===== config.mk =====
export PLATFORM = sky130hd
export DESIGN_NAME = vsra_top
export DESIGN_NICKNAME = d
export VERILOG_FILES = /design/src/vsra_pkg.sv /design/src/vsra_top.sv
export SDC_FILE = /design/constraint.sdc
export NUM_CORES = 1
export LEC_CHECK = 0
export ABC_AREA = 0
export ABC_CLOCK_PERIOD_IN_PS = 3800
export BUFFER_PORTS_ARGS = -buffer_cell sky130_fd_sc_hd__buf_2
export CAP_MARGIN = 20
export CORE_MARGIN = 5
export CORE_UTILIZATION = 30
export CTS_CLUSTER_SIZE = 20
export DETAILED_ROUTE_END_ITERATION = 16
export GPL_TIMING_DRIVEN = 0
export PLACE_DENSITY_LB_ADDON = 0.08
export REMOVE_ABC_BUFFERS = 1
export SYNTH_ARGS = -nofsm -noshare
export SYNTH_HDL_FRONTEND = slang
export SYNTH_SLANG_ARGS = --single-unit
export TNS_END_PERCENT = 5

===== constraint.sdc =====
create_clock -name core_clk -period 3.8 [get_ports core_clk]
set_input_delay 0 -clock core_clk [delete_from_list [all_inputs] [get_ports core_clk]]
set_output_delay 0 -clock core_clk [all_outputs]
set_load 0.01 [all_outputs]

===== src/vsra_pkg.sv =====
package vsra_pkg;

    // Register bus geometry
    localparam int          AXI_AW           = 12;
    localparam logic [11:0] ADDR_VERSION     = 12'h000;
    localparam logic [11:0] ADDR_ROM_ACCESS  = 12'h004;
    localparam logic [1:0]  RESP_OKAY        = 2'h0;
    localparam logic [1:0]  RESP_SLVERR      = 2'h2;

    // Field positions
    localparam int          BIT_ADDR_CLEAR   = 31;
    localparam int          BIT_READ_KICK    = 25;
    localparam int          BIT_PRESENT      = 24;
    localparam int          BYTE_LSB         = 16;
    localparam int          STRB_TOP_LANE    = 3;
    localparam int          STRB_BYTE_LANE   = 2;

    // Fixed version contents
    localparam logic [6:0]  VER_TOP_ZERO     = 7'h00;
    localparam logic [7:0]  VER_MAJOR        = 8'h01;
    localparam logic [7:0]  VER_MID_ZERO     = 8'h00;
    localparam logic [7:0]  VER_MINOR        = 8'h00;

    // Serial ROM geometry and boot image
    localparam int          ROM_AW           = 8;
    localparam int          HDR_BYTES        = 16;
    localparam int          CFG_BYTES        = 4;
    localparam logic [4:0]  HDR_LAST         = 5'h0F;
    localparam logic [4:0]  BOOT_LAST        = 5'h13;

    // Cycles to let the presence synchroniser settle after reset
    localparam logic [2:0]  SETTLE_CYCLES    = 3'h5;

    // Values after reset
    localparam logic [7:0]  RST_ADDR         = 8'h00;
    localparam logic [7:0]  RST_BYTE         = 8'h00;
    localparam logic [4:0]  RST_IDX          = 5'h00;
    localparam logic [2:0]  RST_SETTLE       = 3'h0;
    localparam logic [31:0] RST_WORD         = 32'h00000000;

    typedef enum logic [1:0] {
        VSRA_IDLE = 2'h0,
        VSRA_REQ  = 2'h1,
        VSRA_REL  = 2'h3
    } vsra_state_t;

    // Toward the ROM: request level and byte address
    typedef struct packed {
        logic              req;
        logic [ROM_AW-1:0] addr;
    } vsra_rom_req_t;

    // From the ROM: acknowledge level and byte
    typedef struct packed {
        logic       ack;
        logic [7:0] data;
    } vsra_rom_rsp_t;

endpackage : vsra_pkg


===== src/vsra_top.sv =====
// The AXI4-Lite register port was chosen for this implementation.
`timescale 1ns/1ps
// Operation
// - Version bits 31:25 read zero
// - Bit 24 shows serial ROM present
// - Present ROM auto-loads header, config after reset
// - Version bits 23:16 read 01h
// - Version bits 15:8 read zero
// - Version bits 7:0 read 00h
// - Writing one to bit 31 zeroes address
// - Device clears bit 31 when done
// - Writing one to bit 25 starts read
// - Device clears bit 25 after read
// - Byte in 23:16, valid while 25 zero
// - Unused ROM register bits read zero
module vsra_top (
    input  wire logic                       core_clk,       // 20 MHz clock
    input  wire logic                       rst_b,          // Async reset, low
    input  wire logic [vsra_pkg::AXI_AW-1:0] s_axi_awaddr,  // Write address
    input  wire logic                       s_axi_awvalid,  // Write address valid
    output logic                            s_axi_awready,  // Write address ready
    input  wire logic [31:0]                s_axi_wdata,    // Write data
    input  wire logic [3:0]                 s_axi_wstrb,    // Write strobes
    input  wire logic                       s_axi_wvalid,   // Write data valid
    output logic                            s_axi_wready,   // Write data ready
    output logic [1:0]                      s_axi_bresp,    // Write response
    output logic                            s_axi_bvalid,   // Write response valid
    input  wire logic                       s_axi_bready,   // Write response ready
    input  wire logic [vsra_pkg::AXI_AW-1:0] s_axi_araddr,  // Read address
    input  wire logic                       s_axi_arvalid,  // Read address valid
    output logic                            s_axi_arready,  // Read address ready
    output logic [31:0]                     s_axi_rdata,    // Read data
    output logic [1:0]                      s_axi_rresp,    // Read response
    output logic                            s_axi_rvalid,   // Read data valid
    input  wire logic                       s_axi_rready,   // Read data ready
    input  wire logic                       rom_detect,     // ROM fitted strap pin
    input  vsra_pkg::vsra_rom_rsp_t         rom_rsp,        // ROM ack and byte pins
    output vsra_pkg::vsra_rom_req_t         rom_out,        // ROM request and address
    output logic [8*vsra_pkg::HDR_BYTES-1:0] node_header,   // Loaded header bytes
    output logic [8*vsra_pkg::CFG_BYTES-1:0] chip_config,   // Loaded config bytes
    output logic                            boot_done       // Boot load finished
);

    ////////////////////////////////////////////////////////////////////////////
    // Declarations

    vsra_pkg::vsra_rom_rsp_t rsp_s1_q, rsp_s2_q, rsp_s3_q;
    logic                    det_s1_q, det_s2_q, det_s3_q;
    logic                    ack_f_q;
    logic                    rom_present_flag_q;
    vsra_pkg::vsra_state_t   state_q;
    vsra_pkg::vsra_rom_req_t rom_out_q;
    logic                    rom_address_clear_q;
    logic                    rom_read_kick_q;
    logic [7:0]              rom_read_byte_q;
    logic [2:0]              settle_q;
    logic                    boot_active_q;
    logic                    boot_done_q;
    logic [4:0]              boot_idx_q;
    logic [8*vsra_pkg::HDR_BYTES-1:0] node_header_q;
    logic [8*vsra_pkg::CFG_BYTES-1:0] chip_config_q;

    logic [vsra_pkg::AXI_AW-1:0] awaddr_q;
    logic                    aw_have_q, aw_have_d;
    logic                    w_have_q, w_have_d;
    logic [31:0]             wdata_q;
    logic [3:0]              wstrb_q;
    logic                    awready_q, wready_q;
    logic                    bvalid_q, bvalid_d;
    logic [1:0]              bresp_q;
    logic                    arready_q;
    logic                    rvalid_q, rvalid_d;
    logic [31:0]             rdata_q;
    logic [1:0]              rresp_q;

    logic                    aw_hs, w_hs, wr_go, ar_hs;
    logic                    wr_access;
    logic                    set_clear, set_kick;
    logic                    start_rd, got_byte, fin_rd, clr_done, boot_end;
    logic [31:0]             version_word, access_word;

    ////////////////////////////////////////////////////////////////////////////
    // Pin synchronisers, ack and detect change accepted when stages two and three agree

    always_ff @(posedge core_clk or negedge rst_b) begin
        if (!rst_b) begin
            rsp_s1_q <= '0;
            rsp_s2_q <= '0;
            rsp_s3_q <= '0;
            det_s1_q <= 1'b0;
            det_s2_q <= 1'b0;
            det_s3_q <= 1'b0;
        end else begin
            rsp_s1_q <= rom_rsp;
            rsp_s2_q <= rsp_s1_q;
            rsp_s3_q <= rsp_s2_q;
            det_s1_q <= rom_detect;
            det_s2_q <= det_s1_q;
            det_s3_q <= det_s2_q;
        end
    end

    always_ff @(posedge core_clk or negedge rst_b) begin
        if (!rst_b) begin
            ack_f_q            <= 1'b0;
            rom_present_flag_q <= 1'b0;
        end else begin
            if (rsp_s2_q.ack == rsp_s3_q.ack) begin
                ack_f_q <= rsp_s3_q.ack;
            end
            if (det_s2_q == det_s3_q) begin
                rom_present_flag_q <= det_s3_q;
            end
        end
    end

    ////////////////////////////////////////////////////////////////////////////
    // Read sequencer events

    always_comb begin
        start_rd = (state_q == vsra_pkg::VSRA_IDLE)
                 & (boot_active_q | (rom_read_kick_q & ~rom_address_clear_q));
        got_byte = (state_q == vsra_pkg::VSRA_REQ) & ack_f_q;
        fin_rd   = (state_q == vsra_pkg::VSRA_REL) & ~ack_f_q;
        clr_done = (state_q == vsra_pkg::VSRA_IDLE) & ~boot_active_q & rom_address_clear_q;
        boot_end = fin_rd & boot_active_q & (boot_idx_q == vsra_pkg::BOOT_LAST);
    end

    always_ff @(posedge core_clk or negedge rst_b) begin
        if (!rst_b) begin
            state_q <= vsra_pkg::VSRA_IDLE;
        end else begin
            unique case (state_q)
                vsra_pkg::VSRA_IDLE: begin
                    if (start_rd) begin
                        state_q <= vsra_pkg::VSRA_REQ;
                    end
                end
                vsra_pkg::VSRA_REQ: begin
                    if (ack_f_q) begin
                        state_q <= vsra_pkg::VSRA_REL;
                    end
                end
                vsra_pkg::VSRA_REL: begin
                    if (!ack_f_q) begin
                        state_q <= vsra_pkg::VSRA_IDLE;
                    end
                end
                default: begin
                    state_q <= vsra_pkg::VSRA_IDLE;
                end
            endcase
        end
    end

    // ROM port: request level and byte address
    always_ff @(posedge core_clk or negedge rst_b) begin
        if (!rst_b) begin
            rom_out_q.req  <= 1'b0;
            rom_out_q.addr <= vsra_pkg::RST_ADDR;
        end else begin
            if (start_rd) begin
                rom_out_q.req <= 1'b1;
            end else if (got_byte) begin
                rom_out_q.req <= 1'b0;
            end
            if (clr_done || boot_end) begin
                rom_out_q.addr <= vsra_pkg::RST_ADDR;
            end else if (fin_rd) begin
                rom_out_q.addr <= rom_out_q.addr + 8'h01;
            end
        end
    end

    ////////////////////////////////////////////////////////////////////////////
    // Boot load after reset

    always_ff @(posedge core_clk or negedge rst_b) begin
        if (!rst_b) begin
            settle_q      <= vsra_pkg::RST_SETTLE;
            boot_active_q <= 1'b0;
            boot_done_q   <= 1'b0;
            boot_idx_q    <= vsra_pkg::RST_IDX;
        end else begin
            if (settle_q != vsra_pkg::SETTLE_CYCLES) begin
                settle_q <= settle_q + 3'h1;
            end
            // start load only if ROM present
            if (settle_q == (vsra_pkg::SETTLE_CYCLES - 3'h1)) begin
                boot_active_q <= rom_present_flag_q;
                boot_done_q   <= ~rom_present_flag_q;
            end else if (boot_end) begin
                boot_active_q <= 1'b0;
                boot_done_q   <= 1'b1;
            end
            if (fin_rd && boot_active_q) begin
                boot_idx_q <= boot_idx_q + 5'h01;
            end
        end
    end

    always_ff @(posedge core_clk or negedge rst_b) begin
        if (!rst_b) begin
            node_header_q <= '0;
            chip_config_q <= vsra_pkg::RST_WORD;
        end else if (got_byte && boot_active_q) begin
            if (boot_idx_q <= vsra_pkg::HDR_LAST) begin
                node_header_q[8*boot_idx_q[3:0] +: 8] <= rsp_s3_q.data;
            end else begin
                chip_config_q[8*boot_idx_q[1:0] +: 8] <= rsp_s3_q.data;
            end
        end
    end

    ////////////////////////////////////////////////////////////////////////////
    // Software access bits

    always_comb begin
        wr_access = wr_go & (awaddr_q == vsra_pkg::ADDR_ROM_ACCESS);
        set_clear = wr_access & wstrb_q[vsra_pkg::STRB_TOP_LANE]
                  & wdata_q[vsra_pkg::BIT_ADDR_CLEAR];
        set_kick  = wr_access & wstrb_q[vsra_pkg::STRB_TOP_LANE]
                  & wdata_q[vsra_pkg::BIT_READ_KICK];
    end

    always_ff @(posedge core_clk or negedge rst_b) begin
        if (!rst_b) begin
            rom_address_clear_q <= 1'b0;
        end else if (set_clear) begin
            rom_address_clear_q <= 1'b1;
        end else if (clr_done) begin
            rom_address_clear_q <= 1'b0;
        end
    end

    always_ff @(posedge core_clk or negedge rst_b) begin
        if (!rst_b) begin
            rom_read_kick_q <= 1'b0;
        end else if (set_kick) begin
            rom_read_kick_q <= 1'b1;
        end else if (fin_rd && !boot_active_q) begin
            rom_read_kick_q <= 1'b0;
        end
    end

    always_ff @(posedge core_clk or negedge rst_b) begin
        if (!rst_b) begin
            rom_read_byte_q <= vsra_pkg::RST_BYTE;
        end else if (got_byte && !boot_active_q) begin
            rom_read_byte_q <= rsp_s3_q.data;
        end
    end

    ////////////////////////////////////////////////////////////////////////////
    // Read words

    always_comb begin
        version_word = {vsra_pkg::VER_TOP_ZERO, rom_present_flag_q, vsra_pkg::VER_MAJOR,
                        vsra_pkg::VER_MID_ZERO, vsra_pkg::VER_MINOR};
        access_word  = vsra_pkg::RST_WORD;
        access_word[vsra_pkg::BIT_ADDR_CLEAR]            = rom_address_clear_q;
        access_word[vsra_pkg::BIT_READ_KICK]             = rom_read_kick_q;
        access_word[vsra_pkg::BYTE_LSB +: 8]             = rom_read_byte_q;
    end

    ////////////////////////////////////////////////////////////////////////////
    // AXI4-Lite write channel

    always_comb begin
        aw_hs     = s_axi_awvalid & awready_q;
        w_hs      = s_axi_wvalid & wready_q;
        wr_go     = aw_have_q & w_have_q & ~bvalid_q;
        aw_have_d = wr_go ? 1'b0 : (aw_have_q | aw_hs);
        w_have_d  = wr_go ? 1'b0 : (w_have_q | w_hs);
        bvalid_d  = wr_go ? 1'b1 : (bvalid_q & ~s_axi_bready);
    end

    always_ff @(posedge core_clk or negedge rst_b) begin
        if (!rst_b) begin
            aw_have_q <= 1'b0;
            w_have_q  <= 1'b0;
            awready_q <= 1'b0;
            wready_q  <= 1'b0;
            bvalid_q  <= 1'b0;
            bresp_q   <= vsra_pkg::RESP_OKAY;
            awaddr_q  <= '0;
            wdata_q   <= vsra_pkg::RST_WORD;
            wstrb_q   <= 4'h0;
        end else begin
            aw_have_q <= aw_have_d;
            w_have_q  <= w_have_d;
            awready_q <= ~aw_have_d & ~bvalid_d;
            wready_q  <= ~w_have_d & ~bvalid_d;
            bvalid_q  <= bvalid_d;
            if (aw_hs) begin
                awaddr_q <= s_axi_awaddr;
            end
            if (w_hs) begin
                wdata_q <= s_axi_wdata;
                wstrb_q <= s_axi_wstrb;
            end
            if (wr_go) begin
                bresp_q <= (awaddr_q == vsra_pkg::ADDR_VERSION
                         || awaddr_q == vsra_pkg::ADDR_ROM_ACCESS)
                         ? vsra_pkg::RESP_OKAY : vsra_pkg::RESP_SLVERR;
            end
        end
    end

    ////////////////////////////////////////////////////////////////////////////
    // AXI4-Lite read channel

    always_comb begin
        ar_hs    = s_axi_arvalid & arready_q;
        rvalid_d = ar_hs ? 1'b1 : (rvalid_q & ~s_axi_rready);
    end

    always_ff @(posedge core_clk or negedge rst_b) begin
        if (!rst_b) begin
            arready_q <= 1'b0;
            rvalid_q  <= 1'b0;
            rdata_q   <= vsra_pkg::RST_WORD;
            rresp_q   <= vsra_pkg::RESP_OKAY;
        end else begin
            arready_q <= ~rvalid_d;
            rvalid_q  <= rvalid_d;
            if (ar_hs) begin
                unique case (s_axi_araddr)
                    vsra_pkg::ADDR_VERSION: begin
                        rdata_q <= version_word;
                        rresp_q <= vsra_pkg::RESP_OKAY;
                    end
                    vsra_pkg::ADDR_ROM_ACCESS: begin
                        rdata_q <= access_word;
                        rresp_q <= vsra_pkg::RESP_OKAY;
                    end
                    default: begin
                        rdata_q <= vsra_pkg::RST_WORD;
                        rresp_q <= vsra_pkg::RESP_SLVERR;
                    end
                endcase
            end
        end
    end

    ////////////////////////////////////////////////////////////////////////////
    // Outputs

    assign s_axi_awready = awready_q;
    assign s_axi_wready  = wready_q;
    assign s_axi_bvalid  = bvalid_q;
    assign s_axi_bresp   = bresp_q;
    assign s_axi_arready = arready_q;
    assign s_axi_rvalid  = rvalid_q;
    assign s_axi_rdata   = rdata_q;
    assign s_axi_rresp   = rresp_q;
    assign rom_out       = rom_out_q;
    assign node_header   = node_header_q;
    assign chip_config   = chip_config_q;
    assign boot_done     = boot_done_q;

endmodule : vsra_top


### After elaboration in Yosys (flattened, before gate mapping)

Index checks and enable logic that the tools add are counted.

* register bits after elaboration: 314
* input port bits: 77
* logic and storage cells: 138

* add/subtract/negate cells: 5
* $lt $le $gt $ge: 1
* eq/ne operators: 12
* shift operators: 4
* multiplexer cells: 25
* bitwise gates (word level): 36
* reduce and logical (&&, ||, !) cells: 19

Operator list (number)
* bitwise mux 128 bit: 1
* variable shift 8 x 34 -> 128 bit, first input constant: 1
* variable part select 8 x 34 -> 128 bit: 1
* case mux 32 bit (2 select lines): 1
* negation 5 -> 34 bit: 1
* negation 7 -> 34 bit: 1
* variable shift 8 x 34 -> 32 bit, first input constant: 1
* variable part select 8 x 34 -> 32 bit: 1
* bitwise mux 32 bit: 1
* == test 12 x 3 -> 1 bit, second input constant: 2
* logical NOT 12 bit: 2
* bitwise AND 1 bit: 21
* two-way mux 8 bit: 2
* two-way mux 1 bit: 14
* inverter 1 bit: 12
* two-way mux 2 bit: 5
* nonzero test 2 bit: 5
* adder 8 x 1 -> 8 bit, second input constant: 1
* inequality test 2 bit, second input constant: 3
* case mux 2 bit (3 select lines): 1
* adder 5 x 1 -> 5 bit, second input constant: 1
* == test 5 bit, second input constant: 1
* less-or-equal comparator 5 x 4 -> 1 bit, second input constant: 1
* logical AND 1 bit: 4
* 13 further kinds: 18

### Depth between registers and ports, before layout

* depth in word-level cells: 6
* mapped depth: 10

### Worst setup path before layout

No wires, ideal clock.

* path type: reg2reg
* start: register boot_idx_q[0]
* end: register node_header_q, in the netlist node_header[32]
* library setup time: 125 ps
* arrival time: 2908 ps
* required time: 3675 ps
* slack: 768 ps
* stages on the path, launching flop included: 9
* buffers on the path: 3
* period minus slack after synthesis: 3032 ps
* path through: dfrtp_1 clkbuf_1 clkbuf_1 inv_1 ha_1 clkbuf_1 a2111o_1 nor3_2 mux2_2

* word-level cells in the longest chain between the ends: 3
* elaborated cells between the ends (all ways): 6
* those cells by class: add/sub (1); order compare (1); shift (2); mux (1); reduce/logical (1)

Ends and longest elaborated chain
* start: declaration: line vsra_top.sv:59 `logic [4:0] boot_idx_q;`
* start signal: assignment: line vsra_top.sv:183 `boot_idx_q <= vsra_pkg::RST_IDX;`
* start signal: assignment: line vsra_top.sv:197 `boot_idx_q <= boot_idx_q + 5'h01;`
* negation 7 -> 34 bit: line vsra_top.sv:208 `node_header_q[8*boot_idx_q[3:0] +: 8] <= rsp_s3_q.data;`
* variable part select 8 x 34 -> 128 bit or variable shift 8 x 34 -> 128 bit (tied branches): line vsra_top.sv:208
* bitwise mux 128 bit: line vsra_top.sv:208
* end signal: indexed assignment: line vsra_top.sv:208
* end: declaration: line vsra_top.sv:60 `logic [8*vsra_pkg::HDR_BYTES-1:0] node_header_q;`

Parallel ways exist; a longest one is shown, timed or not.
A chain may end at the register's enable or synchronous reset.

### Final worst setup path

* start: register boot_idx_q[0]
* end: register node_header_q, in the netlist node_header[59]

Same word-level chain as after synthesis.

==> results_dict.tcl <==
set metrics [dict create \
    status "finished clean" \
    grt_max_degree 106 \
    vias 7189 \
    fin_crit_ps 3570 \
    pwr-share-clk 0.378 \
    postRouteAntennaNets 0 \
    timing.rr.end "node_header[59]$_DFFE_PN0P_" \
    synth_fa_ha_area_frac 0.0149 \
    cp.arrival_ps 4010 \
    routed_wl_mm 29.9 \
    cts-root-buf "clkbuf_16" \
    path_cells "buf_16 > inv_1 > ha_2 > xor2_1 > o221ai_2 > nor3_2 > mux2_2" \
    clkTransAtPathRegs_ps 60 \
    drc_errors 0 \
    yosysWarnings 0 \
    async_flop_share 1.00 \
    synth_xor_xnor_area_share 0.0107 \
    yosysMostFrequentCell "dfrtp_1" \
    firstDrtPassIters 4 \
    synth_flop_cell "dfrtp_1" \
    path_buf_inv 2 \
    drive_gt1_frac 0.418 \
    fin_crit_sh 0.941 \
    p_int_mw 5.68 \
    nFillCells 3412 \
    die_y_um 198 \
    antenna_cells 0 \
    powerDensity_nw_per_um2 590 \
    dpl.hpwl_mm 20.6 \
    swShare 0.303 \
    dieArea_um2 39200 \
    clock_latency_ps 550 \
    start_util 0.306 \
    end_kind "flip-flop" \
    max_slew_margin 0.409 \
    reg2reg_from "boot_idx_q[0]$_DFFE_PN0P_" \
    total_power_mw 8.16 \
    place_inst 1477 \
    cp-startpoint "boot_idx_q[0]$_DFFE_PN0P_" \
    fin_cells 1574 \
    ir_drop_uv 370 \
    htree_levels 1 \
    p_leak_nw 7.17 \
    dpl_cell_area_um2 12300 \
    critPathLaunchType "flip-flop" \
    cts_num_sinks 258 \
    wire_per_inst_um 19.0 \
    vias_per_cell 4.57 \
    synth_edf_count 0 \
    ios 288 \
    yosysTopAreaCell "dfrtp_1" \
    synth-compound-area-share 0.0313 \
    drv_slew 0 \
    syn_to_final_growth_pct 30.3 \
    crit_cells 7 \
    yosys-top-cells-area "dfrtp_1, mux2_2, nor2_1, nand3_1, buf_4" \
    reg2reg_slack_ps 230 \
    fp.dieW_um 198 \
    worstSetupEndpoint "node_header[59]$_DFFE_PN0P_" \
    cp_slowest_cell "nor3_2" \
    synth_common_cells "dfrtp_1, mux2_2, nor2_1, inv_1, nand3_1" \
    synthCells 819 \
    worst_pin_slew_ps 883 \
    netlist_area_um2 10600 \
    ys_seq_area_frac 0.609 \
    cp.required_ps 4230 \
    cts_max_path_buffers 3 \
    combPwrFrac 0.216 \
    antenna_found_initial 1 \
    hold_viol 0 \
    cp_top_family "simple AND/OR/NAND/NOR gates" \
    synth-simple-area-share 0.112 \
    rr_worst_depth 7 \
    yosysTopAreaCellShare 0.609 \
    place_congestion 0.719 \
    pwr-share-seq 0.406 \
    crit_path_max_incr_delay_ps 640 \
    worstSetupPathType "reg -> reg" \
    synthMuxAreaShare 0.179 \
    synth_top_family_by_area "multiplexers" \
    max-cap-violations 0 \
    gr-usage-all-layers 0.149 \
    drt-initial-drc-count 199 \
    syn_avg_cell_area_um2 13.0 \
    yosysUniqueCellTypes 51 \
    grt_pass1_wl_mm 46.0 \
    cts_tree "yes" \
    worstHoldPathType "in -> async" \
    grt_pass1_vias 7575 \
    power.switching_mw 2.48 \
    cp_max_fo 22 \
    fin_nets 1185 \
    portBuffers 231 \
    cts_made_buffers 30 \
    row_count 68 \
    ys_ff_latch 258 \
    setup_viol 0 \
    core-area_um2 34700 \
    fin_area_um2 13800 \
    grt.overflow.total 0 \
    fin_skew_ps 9.44 \
    rsz0062_at_grt "true" \
    fmax_ghz 0.280 \
]
-- cells by family (layout without fill, tap and decap cells) --
logic type | after synthesis | after routing
flip-flops | 258 | 258
buffers and inverters | 95 | 373
multiplexers | 169 | 169
AND/OR/NAND/NOR | 221 | 221
XOR/XNOR | 13 | 13
other | 1 | 23
AO/OA/AOI/OAI | 49 | 49
adder cells (fa/ha/maj) | 13 | 13
-- area by class of cell --
class / instances / area (µm²) / area share
multi-input combinational: 488 / 3830 / 0.277
clock inverter: 9 / 170 / 0.0123
timing repair buffer: 282 / 1760 / 0.127
inverter: 37 / 139 / 0.0100
tap: 455 / 569 / 0.0412
clock buffer: 45 / 898 / 0.0650
sequential: 258 / 6460 / 0.467
-- routing by layer --
layer  track usage  wire length [µm]  vias up  share of wire
met5             0                 0        -              0
met4        0.0355               717        0          0.024
met3        0.0383              1870       38          0.062
met2         0.245             14500      181           0.48
met1         0.199             12900     3612           0.43
li1              -                 -     3358              -
-- flip-flops by register name (all words and copies together), names as in the netlist, 3 cells and up --
register	cells
boot_idx_q	5
rom_read_byte_q	8
settle_q	3
rsp_s2_q	9
rom_out	9
node_header	128
rsp_s3_q	9
chip_config	32
s_axi_rdata	11
rsp_s1_q	9
awaddr_q	12
-- power groups by stage --
stage	sequential, mW	clock [mW]	combinational, mW
after floorplan	3.35	0	0.923
after global placement	3.39	0	1.57
after detailed placement	3.36	0	1.71
after CTS	3.32	3.19	1.78
after global routing	3.36	3.29	1.96
final	3.31	3.08	1.76
-- tightest hold or removal path: stages --
cell and delay (ps):
dlygate4sd3_1 560, buf_8 150, buf_16 250
-- what timing repair did --
| action | CTS | global route |
|---|---|---|
| resized for setup | 1 | 4 |
| pin swaps | 0 | 1 |
| buffers inserted | 0 | 1 |
| setup endpoints to repair | 48 | 40 |
| hold buffers | 41 | 0 |
| hold endpoints to repair | 292 | 0 |
-- through the flow --
step / hold slack, ps / util / setup TNS, ps / setup slack (ps)
4_1_cts: 27.8 / 0.397 / 0 / 7.61
2_1_floorplan: -296 / - / 0 / 279
5_1_grt: 45.3 / 0.398 / -304 / -42.5
3_3_place_gp: 110 / 0.348 / -675230 / -2430
3_5_place_dp: -55.3 / 0.354 / -7580 / -277
6_report: 34.5 / 0.398 / 0 / 226
-- how the worst min path moves through the flow --
| stage | end | slack, ps | cells after the start |
|---|---|---|---|
| floorplan | ack_f_q$_DFFE_PN0N_ | -300 | 0 |
| global placement | rsp_s1_q[8]$_DFF_PN0_ | 110 | 1 |
| detailed placement | node_header[26]$_DFFE_PN0P_ | -60 | 1 |
| CTS | node_header[26]$_DFFE_PN0P_ | 30 | 3 |
| global route | node_header[26]$_DFFE_PN0P_ | 50 | 3 |
| finish | node_header[90]$_DFFE_PN0P_ | 30 | 3 |
-- cell usage in the layout, fill, tap and decap left out, types with 6 or more instances in the layout --
cell type and count:
conb_1 23, buf_2 230, nor2_1 51, nand4_1 6, nor3_1 20, ha_1 10, xnor2_1 10, clkbuf_8 7
inv_1 37, a22o_1 9, mux2_2 162, mux2i_1 7, nand3_1 37, dfrtp_1 258, o21ai_0 25, and3_1 28
clkbuf_16 31, and2_0 8, nand2_1 31, dlygate4sd3_1 40, clkbuf_1 7
Note: power is estimated with default switching activity, not from simulation.
